<file path="config.mk">
export PLATFORM = sky130hd
export DESIGN_NAME = dpdr_regs
export DESIGN_NICKNAME = d
export VERILOG_FILES = /design/src/dpdr_pkg.sv /design/src/dpdr_display_divider.sv /design/src/dpdr_regs.sv
export SDC_FILE = /design/constraint.sdc
export NUM_CORES = 1
export LEC_CHECK = 0
export ABC_AREA = 1
export BUFFER_PORTS_ARGS = -buffer_cell sky130_fd_sc_hd__buf_2
export CAP_MARGIN = 20
export CORE_MARGIN = 8
export CORE_UTILIZATION = 55
export DETAILED_ROUTE_END_ITERATION = 8
export PLACE_DENSITY = 0.75
export SYNTH_ARGS = -nofsm -noshare
export SYNTH_HDL_FRONTEND = slang
export SYNTH_SLANG_ARGS = --single-unit
</file>
<file path="constraint.sdc">
create_clock -name clk -period 6.3 [get_ports clk]
set_clock_uncertainty 0.2 [all_clocks]
set_input_delay 0.63 -clock clk [delete_from_list [all_inputs] [get_ports clk]]
set_output_delay 0.63 -clock clk [all_outputs]
set_load 0.01 [all_outputs]
</file>
<file path="src/dpdr_pkg.sv">
`default_nettype none
package dpdr_pkg;

  // widths
  localparam int LOC_W = 6;
  localparam int DIGIT_W = 4;
  localparam int DIGITS = 16;
  localparam int CNT_W = 4;
  localparam int DIV_W = 3;

  // reset and preset values
  localparam logic [LOC_W-1:0] LOC_MINUS_ONE = 6'h3F;
  localparam logic [LOC_W-1:0] LOC_ONE = 6'h01;
  localparam logic signed [LOC_W-1:0] LOC_SIXTEEN = 6'sh10;
  localparam int LOC_SIGN_BIT = 5;
  localparam logic [CNT_W-1:0] CNT_ZERO = 4'h0;
  localparam logic [CNT_W-1:0] CNT_ONE = 4'h1;
  localparam logic [DIGIT_W-1:0] DIGIT_ZERO = 4'h0;
  localparam logic [DIV_W-1:0] DIV_ZERO = 3'h0;
  localparam logic [DIV_W-1:0] DIV_ONE = 3'h1;
  localparam logic [DIV_W-1:0] DIV_LAST = 3'h7;

  // denominator register shift actions
  typedef enum logic [2:0] {
    DPDR_SHIFT_HOLD = 3'b000,
    DPDR_LOAD_PLUGIN = 3'b001,
    DPDR_LOAD_EVENTS = 3'b010,
    DPDR_SHIFT_UP = 3'b011,
    DPDR_SHIFT_DOWN = 3'b100,
    DPDR_CLEAR_DIGIT = 3'b101
  } dpdr_shift_t;

  // sequencer and front-panel inputs, sampled one clock ahead of use
  typedef struct packed {
    logic reg_tick;
    logic const_reset_n;
    logic load_point_from_plugin_n;
    logic result_reset_n;
    logic result_locator_clock;
    logic result_direction;
    logic nano_multiplier;
    logic resolution_below_three;
    logic fixed_position;
    logic [DIGIT_W-1:0] front_display_position;
    logic clear_denominator_counter_n;
    logic denominator_clock_enable;
    dpdr_shift_t denominator_shift_code;
    logic [DIGIT_W-1:0] events_scaler_digits;
    logic [DIGIT_W-1:0] plugin_digit;
    logic [DIGIT_W-1:0] shift_in_digit;
    logic [LOC_W-1:0] point_code_in;
    logic plugin_transmit; // one copy for write guard and pin enable
  } dpdr_cmd_t;

  typedef struct packed {
    dpdr_cmd_t cmd;
    logic [LOC_W-1:0] const_point_locator;
    logic [LOC_W-1:0] result_point_locator;
    logic [CNT_W-1:0] denominator_digit_counter;
    logic [DIGIT_W-1:0] denominator_out;
    logic [DIGITS-1:0][DIGIT_W-1:0] denominator_register;
  } dpdr_state_t;

  typedef struct packed {
    logic [DIV_W-1:0] count;
    logic display_clock;
  } dpdr_div_state_t;

endpackage
`default_nettype wire

</file>
<file path="src/dpdr_display_divider.sv">
`timescale 1ns/1ps
`default_nettype none
module dpdr_display_divider (
  // clock and reset
  input wire logic clk,
  input wire logic srst,
  // constant point-locator clock pulses and display phase
  input wire logic const_locator_clock,
  input wire logic display_cycle,
  // one-cycle pulse on every eighth locator clock inside the display cycle
  output logic display_clock
);

  dpdr_pkg::dpdr_div_state_t s_reg;
  dpdr_pkg::dpdr_div_state_t s_next;

  // count locator pulses only inside the display cycle so each one starts
  // from a known phase
  always_comb begin
    s_next = s_reg;
    s_next.display_clock = 1'b0;
    if (!display_cycle) begin
      s_next.count = dpdr_pkg::DIV_ZERO;
    end else if (const_locator_clock) begin
      s_next.count = s_reg.count + dpdr_pkg::DIV_ONE;
      s_next.display_clock = (s_reg.count == dpdr_pkg::DIV_LAST);
    end
  end

  always_ff @(posedge clk) begin
    if (srst) begin
      s_reg <= '0;
    end else begin
      s_reg <= s_next;
    end
  end

  assign display_clock = s_reg.display_clock;

endmodule
`default_nettype wire

</file>
<file path="src/dpdr_regs.sv">
// What this block does
// - constant locator reset forces all ones
// - load command copies plug-in point code
// - result locator reset forces all ones
// - in-range flag; request alignment otherwise, unless nano multiplier
// - flag result locator below sixteen
// - transmit high drives data, else accepts
// - clear command zeroes digit counter
// - enable advances digit counter per tick
// - three-bit code selects register shift
// - digit counter output as strobe code
// - low resolution freezes point stepping
// - events scaler digits enter register
// - fixed mode steps toward panel position
// - direction high decrements, low increments
// - display clock is locator clock over eight
// - nano multiplier inverts step direction
`timescale 1ns/1ps
`default_nettype none
module dpdr_regs (
  // clock and reset
  input wire logic clk,
  input wire logic srst,
  // register timing from the sequencer
  input wire logic reg_tick,
  input wire logic const_locator_clock,
  input wire logic display_cycle,
  // point-locator commands, active low
  input wire logic const_reset_n,
  input wire logic load_point_from_plugin_n,
  input wire logic result_reset_n,
  // result stepping
  input wire logic result_locator_clock,
  input wire logic result_direction,
  input wire logic nano_multiplier,
  input wire logic resolution_below_three,
  input wire logic fixed_position,
  input wire logic [3:0] front_display_position,
  // denominator controls
  input wire logic clear_denominator_counter_n,
  input wire logic denominator_clock_enable,
  input wire logic [2:0] denominator_shift_code,
  input wire logic [3:0] events_scaler_digits,
  input wire logic [3:0] shift_in_digit,
  // shared point-code lines
  input wire logic [5:0] point_code_in,
  output logic [5:0] point_code_out,
  output logic point_code_oe_n,
  // shared denominator data lines
  input wire logic plugin_transmit,
  input wire logic [3:0] denominator_data_in,
  output logic [3:0] denominator_data_out,
  output logic denominator_data_oe_n,
  // qualifiers and codes to the sequencer and display
  output logic [5:0] const_point_locator,
  output logic [5:0] result_point_locator,
  output logic result_in_range,
  output logic auto_point_align,
  output logic result_below_sixteen,
  output logic [3:0] denominator_digit_counter,
  output logic display_clock
);

  dpdr_pkg::dpdr_state_t s_reg;
  dpdr_pkg::dpdr_state_t s_next;
  dpdr_pkg::dpdr_cmd_t c;
  logic signed [5:0] result_s;
  logic signed [5:0] target_s;

  assign c = s_reg.cmd;
  assign result_s = $signed(s_reg.result_point_locator);
  assign target_s = $signed({2'h0, c.front_display_position});

  // every command is registered first so all register updates act one clock later,
  // keeping the sequencer's decode glitches out of the counters; point_code_oe_n
  // alone follows load_point_from_plugin_n unregistered
  always_comb begin
    s_next = s_reg;
    s_next.cmd.reg_tick = reg_tick;
    s_next.cmd.const_reset_n = const_reset_n;
    s_next.cmd.load_point_from_plugin_n = load_point_from_plugin_n;
    s_next.cmd.result_reset_n = result_reset_n;
    s_next.cmd.result_locator_clock = result_locator_clock;
    s_next.cmd.result_direction = result_direction;
    s_next.cmd.nano_multiplier = nano_multiplier;
    s_next.cmd.resolution_below_three = resolution_below_three;
    s_next.cmd.fixed_position = fixed_position;
    s_next.cmd.front_display_position = front_display_position;
    s_next.cmd.clear_denominator_counter_n = clear_denominator_counter_n;
    s_next.cmd.denominator_clock_enable = denominator_clock_enable;
    s_next.cmd.denominator_shift_code =
      dpdr_pkg::dpdr_shift_t'(denominator_shift_code);
    s_next.cmd.events_scaler_digits = events_scaler_digits;
    s_next.cmd.plugin_digit = denominator_data_in;
    s_next.cmd.shift_in_digit = shift_in_digit;
    s_next.cmd.point_code_in = point_code_in;
    // sampled with the other commands so the write guard and the pin
    // enable never disagree within a cycle
    s_next.cmd.plugin_transmit = plugin_transmit;
    // digit presented on the data lines follows the counter
    s_next.denominator_out =
      s_reg.denominator_register[s_reg.denominator_digit_counter];
    if (c.reg_tick) begin
      // constant locator: reset has priority over plug-in load
      if (!c.const_reset_n) begin
        s_next.const_point_locator = dpdr_pkg::LOC_MINUS_ONE;
      end else if (!c.load_point_from_plugin_n) begin
        s_next.const_point_locator = c.point_code_in;
      end
      // result locator
      if (!c.result_reset_n) begin
        s_next.result_point_locator = dpdr_pkg::LOC_MINUS_ONE;
      end else if (c.result_locator_clock && !c.resolution_below_three) begin
        // low resolution leaves the point where it is
        if (c.fixed_position) begin
          if (result_s < target_s) begin
            s_next.result_point_locator =
              s_reg.result_point_locator + dpdr_pkg::LOC_ONE;
          end else if (result_s > target_s) begin
            s_next.result_point_locator =
              s_reg.result_point_locator - dpdr_pkg::LOC_ONE;
          end
        end else if (c.result_direction ^ c.nano_multiplier) begin
          s_next.result_point_locator =
            s_reg.result_point_locator - dpdr_pkg::LOC_ONE;
        end else begin
          s_next.result_point_locator =
            s_reg.result_point_locator + dpdr_pkg::LOC_ONE;
        end
      end
      // digit counter: clear wins over advance
      if (!c.clear_denominator_counter_n) begin
        s_next.denominator_digit_counter = dpdr_pkg::CNT_ZERO;
      end else if (c.denominator_clock_enable) begin
        s_next.denominator_digit_counter =
          s_reg.denominator_digit_counter + dpdr_pkg::CNT_ONE;
      end
      // shift action on the register selected by the code
      case (c.denominator_shift_code)
        dpdr_pkg::DPDR_LOAD_PLUGIN: begin
          if (!c.plugin_transmit) begin
            s_next.denominator_register[s_reg.denominator_digit_counter] =
              c.plugin_digit;
          end
        end
        dpdr_pkg::DPDR_LOAD_EVENTS: begin
          s_next.denominator_register[s_reg.denominator_digit_counter] =
            c.events_scaler_digits;
        end
        dpdr_pkg::DPDR_SHIFT_UP: begin
          s_next.denominator_register = {
            s_reg.denominator_register[dpdr_pkg::DIGITS-2:0],
            c.shift_in_digit};
        end
        dpdr_pkg::DPDR_SHIFT_DOWN: begin
          s_next.denominator_register = {c.shift_in_digit,
            s_reg.denominator_register[dpdr_pkg::DIGITS-1:1]};
        end
        dpdr_pkg::DPDR_CLEAR_DIGIT: begin
          s_next.denominator_register[s_reg.denominator_digit_counter] =
            dpdr_pkg::DIGIT_ZERO;
        end
        default: begin
        end
      endcase
    end
  end

  always_ff @(posedge clk) begin
    if (srst) begin
      s_reg <= '0;
      s_reg.cmd.const_reset_n <= 1'b1;
      s_reg.cmd.load_point_from_plugin_n <= 1'b1;
      s_reg.cmd.result_reset_n <= 1'b1;
      s_reg.cmd.clear_denominator_counter_n <= 1'b1;
      s_reg.const_point_locator <= dpdr_pkg::LOC_MINUS_ONE;
      s_reg.result_point_locator <= dpdr_pkg::LOC_MINUS_ONE;
    end else begin
      s_reg <= s_next;
    end
  end

  // shared lines: the device drives the point code except while loading
  assign point_code_out = s_reg.result_point_locator;
  assign point_code_oe_n = ~load_point_from_plugin_n;
  assign denominator_data_out = s_reg.denominator_out;
  assign denominator_data_oe_n = ~c.plugin_transmit;

  // qualifiers; sign bit clear means the point is in the viewable range
  assign const_point_locator = s_reg.const_point_locator;
  assign result_point_locator = s_reg.result_point_locator;
  assign result_in_range =
    ~s_reg.result_point_locator[dpdr_pkg::LOC_SIGN_BIT];
  assign auto_point_align = ~result_in_range & ~c.nano_multiplier;
  assign result_below_sixteen = (result_s < dpdr_pkg::LOC_SIXTEEN);
  assign denominator_digit_counter =
    s_reg.denominator_digit_counter;

  dpdr_display_divider u_div (
    .clk(clk),
    .srst(srst),
    .const_locator_clock(const_locator_clock),
    .display_cycle(display_cycle),
    .display_clock(display_clock)
  );
endmodule
`default_nettype wire

</file>
### After elaboration in Yosys (flattened, before gate mapping)

Cells that the tools add are included.

| word-level totals | value |
|---|---|
| RAM bits | 0 |
| word-level logic and storage cells | 98 |
| bits in latches | 0 |
| bits in read-only memories | 0 |
| flip-flop bits (word level) | 125 |
| output and inout port bits | 32 |
| memories kept | 0 |

| operators by class | value |
|---|---|
| $mul | 0 |
| divide/modulo/power cells | 0 |
| shift-type cells | 0 |
| $lt $le $gt $ge | 5 |
| eq/ne operators | 11 |
| multiplexer cells | 18 |
| add/subtract/negate cells | 4 |
| bitwise operators | 10 |
| reductions and logical operators | 10 |

Operator list:

| operator | count |
|---|---|
| one-hot mux 64 bit (5 select lines) | 1 |
| bitwise mux 64 bit | 2 |
| bitwise AND 64 bit | 1 |
| 2-to-1 mux 64 bit | 1 |
| inverter 64 bit | 1 |
| 2-to-1 mux 6 bit | 8 |
| binary-select mux 4 bit (select 4 bit) | 1 |
| demux 4 bit (select 4 bit) | 1 |
| 2-to-1 mux 4 bit | 4 |
| == test 3 bit, second input constant | 3 |
| adder 6 x 1 -> 6 bit, second input constant | 1 |
| == test 3 x 2 -> 1 bit, second input constant | 2 |
| > comparator 6 x 5 -> 1 bit | 1 |
| less-than comparator 6 x 5 -> 1 bit | 1 |
| less-than comparator 6 bit, second input constant | 1 |
| != test 2 bit, second input constant | 3 |
| inverter 1 bit | 6 |
| AND reduction 3 bit | 2 |
| subtractor 6 x 1 -> 6 bit, second input constant | 1 |
| less-than comparator 4 x 5 -> 1 bit, second input constant | 1 |
| nonzero test 5 bit | 1 |
| adder 4 x 1 -> 4 bit, second input constant | 1 |
| greater-or-equal comparator 4 x 1 -> 1 bit, second input constant | 1 |
| != test 4 x 2 -> 1 bit, second input constant | 1 |
| 10 further kinds | 12 |

### Longest topological paths before layout

| depth | value |
|---|---|
| depth in word-level cells | 7 |
| gate-level depth with buffers | 14 |
| depth with buffers taken out | 13 |

### Modules after synthesis

From an unflattened synthesis, not the netlist that was laid out.

| second synthesis, totals | value |
|---|---|
| cells, all modules | 1237 |
| area total of the unflattened synthesis | 7926.4 um^2 |

By module, submodules not included:

| module | seq. area each (um^2) | cells an instance | area each (um^2) | times used |
|---|---|---|---|---|
| dpdr_regs | 2422.3 | 1215 | 7756.2 | 1 |
| dpdr_display_divider | 80.1 | 22 | 170.2 | 1 |

### Least setup slack after synthesis

No wires, ideal clock.

| timing | value |
|---|---|
| path type | reg-to-reg |
| from | reg s_reg, in the netlist denominator_digit_counter[0] |
| to | reg with a tool-made name |
| arrival | 2.040 ns |
| stages on the path, launching flop included | 12 |
| path buffers | 2 |
| slack | 3.996 ns |
| required time | 6.036 ns |
| cell sequence | dfxtp_1 > clkbuf_1 > inv_1 > clkbuf_1 > ha_1 > inv_1 > nor2_2 > o21ai_0 > o211ai_1 > nand3_1 > nor2_1 > nor2_1 |

RTL lines:

| item | RTL line | source |
|---|---|---|
| start, declared | dpdr_regs.sv:64 | `dpdr_pkg::dpdr_state_t s_reg;` |
| start signal, assigned | dpdr_regs.sv:179 | `s_reg <= s_next;` |

==> results_dict.tcl <==
set metrics [dict create \
    status "completed" \
    clock-sinks 125 \
    antenna_cells 0 \
    period_needed_ns 3.05 \
    place.gp.congestion 0.940 \
    yosys.cell_count.top_type "nand2_1" \
    synthTopCellsByCount "nand2_1 (270), o21ai_0 (183), nor2_1 (143), inv_1 (140), dfxtp_1 (125)" \
    cts_resized 0 \
    synth_cells 1251 \
    synth_edf_count 0 \
    final_antenna_net_count 0 \
    grtUsageTotal 0.255 \
    htree_levels 4 \
    period_share 0.484 \
    synth_seq_cells 125 \
    switching_share 0.268 \
    p_seq_frac 0.427 \
    relSlewSlack 0.397 \
    cp_max_fo 37 \
    synth_area_mm2 0.00788 \
    cp.arrival_ns 3.16 \
    power.share.combinational 0.123 \
    reg2reg_depth 10 \
    crit_type "reg2reg" \
    hold_viol 0 \
    holdCritPathClass "in2reg" \
    cap_violations 0 \
    die_h_um 136 \
    drtIter0Drc 895 \
    path_cells "buf_16, inv_1, ha_1, inv_1, nor2_2, nor2_1, nor2_2, nand4_1, o211ai_1, inv_1" \
    synth-seq-area-share 0.318 \
    clk_latency_ns 0.42 \
    die_w_um 136 \
    maxSlewViolCount 0 \
    cts_tree "yes" \
    cpMostUsedCell "inv_1" \
    setup_violations 0 \
    core_mm2 0.0139 \
    cts-root-buf "clkbuf_16" \
    p_switching_uw 545 \
    hold_buffers 0 \
    initial_utilization 0.565 \
    vias_per_cell 5.62 \
    area_delta_synth_final_pct 9.63 \
    grt_pass1_vias 7357 \
    start_kind "flop" \
    clock_path_buffers 2 \
    yosysWarnings 0 \
    rsz0062_at_grt "no" \
    synthDistinctLibCells 32 \
    grt_max_degree 65 \
    cts_setup_buffers 0 \
    ys.flop_type "dfxtp_1" \
    worst_path_largest_cell_delay_ns 0.66 \
    syn_area_per_cell_um2 6.30 \
    io_buffer_count 72 \
    rows 43 \
    vdd_drop_max_uv 202 \
    synth.largest_area_cell "dfxtp_1" \
    internal_power_uw 1490 \
    min_path_cells 2 \
    grt_pass1_wl_um 37700 \
    die-area_mm2 0.0184 \
    cts_inserted_buffers 17 \
    fmax_mhz 328 \
    drive_above_1_share 0.125 \
    critPathSlowestCell "inv_1" \
    wire_per_inst_um 16.0 \
    drc 0 \
    pwr-share-clk 0.450 \
    syn_nets 1304 \
    grt_overflow_total 0 \
    clk_pin_slew_ns 0.05 \
    worst_pin_slew_ns 0.902 \
    ys_async_sr_fraction 0 \
    cp.required_ns 6.41 \
    routed_wirelength_um 23300 \
    antenna_found_initial 0 \
    yosysTopAreaCellShare 0.318 \
    ys_top_cells_by_area "dfxtp_1 (32%), nand2_1 (13%), o21ai_0 (12%)" \
    power_leakage_uw 0.00359 \
    io_pins 73 \
    powerDensity_mw_per_mm2 236 \
    timing.setup.tns_ns 0 \
    nets 1321 \
    critPathCaptureType "flop" \
    first_pass_iters 6 \
    dp_hpwl_um 15700 \
    vias 8187 \
    fin_area_mm2 0.00864 \
    post_dp_cell_area_mm2 0.00807 \
]
## metrics by stage
stage | cells | power, uW | util | hold slack (ns) | setup slack, ns
after detailed placement | 1428 | 1130 | 0.579 | 0.245 | 2.80
after floorplan | 1251 | 1050 | - | 0.230 | 4.00
after CTS | 1456 | 2040 | 0.618 | 0.178 | 2.80
after global routing | 1457 | 2120 | 0.620 | 0.182 | 2.97
after global placement | 1428 | 1120 | 0.579 | 0.236 | 2.89
final | 1457 | 2040 | 0.620 | 0.188 | 3.25
## routing by layer
layer / share of wire / global-route usage
met2: 0.45 / 0.388
met1: 0.43 / 0.338
met3: 0.092 / 0.0527
met4: 0.033 / 0.124
met5: 0 / 0
## worst max-delay path, delay by kind of cell (launching register included)
kind	cells	cell delay, ns
compound gates	1	0.10
flops	1	0.35
simple gates	4	1.01
buf+inv	4	1.02
fa+ha+maj	1	0.27
## cell families after synthesis
logic type	Yosys count	share of synthesized area
compound gates	335	0.237
simple gates	538	0.289
xor+xnor	9	0.0100
flops	125	0.318
fa+ha+maj	12	0.0191
buf+inv	232	0.127
## power by group through the flow
| stage | sequential, uW | clock, uW | combinational [uW] |
|---|---|---|---|
| floorplan | 865 | 0 | 189 |
| global placement | 886 | 0 | 238 |
| detailed placement | 886 | 0 | 241 |
| CTS | 869 | 931 | 242 |
| global route | 872 | 967 | 279 |
| finish | 869 | 916 | 250 |
## placed cells by master, fill, tap and decap left out, drive strengths merged
master / netlist / routed
a21oi: 74 / 74
a31oi: 5 / 5
buf: 42 / 77
bufinv: 0 / 2
clkbuf: 37 / 20
clkinv: 3 / 8
clkinvlp: 0 / 1
dfxtp: 125 / 125
ha: 12 / 12
inv: 150 / 150
nand2: 274 / 274
nand3: 71 / 71
nand4: 14 / 14
nor2: 167 / 167
nor3: 8 / 8
o211ai: 32 / 32
o21a: 1 / 1
o21ai: 205 / 205
o22ai: 18 / 18
or2: 4 / 4
xnor2: 2 / 2
xor2: 7 / 7
## cell type report
class / instances / area, um^2
Inverter: 153 / 574
Tap cell: 180 / 225
Sequential cell: 125 / 2500
Fill cell: 1354 / 5300
Clock inverter: 8 / 96.3
Multi-Input combinational cell: 894 / 4370
Clock buffer: 20 / 447
Timing Repair Buffer: 77 / 418
## final timing paths
kind / from / end / slack, ns
worst max-delay path: denominator_digit_counter[0] / flop / 3.25
worst min register to register: const_point_locator[4] / const_point_locator[4] / 0.25
worst max register to register: denominator_digit_counter[0] / flop / 3.25
worst min-delay path: clear_denominator_counter_n / c[23] / 0.19
(Power assumes the default switching activity.)
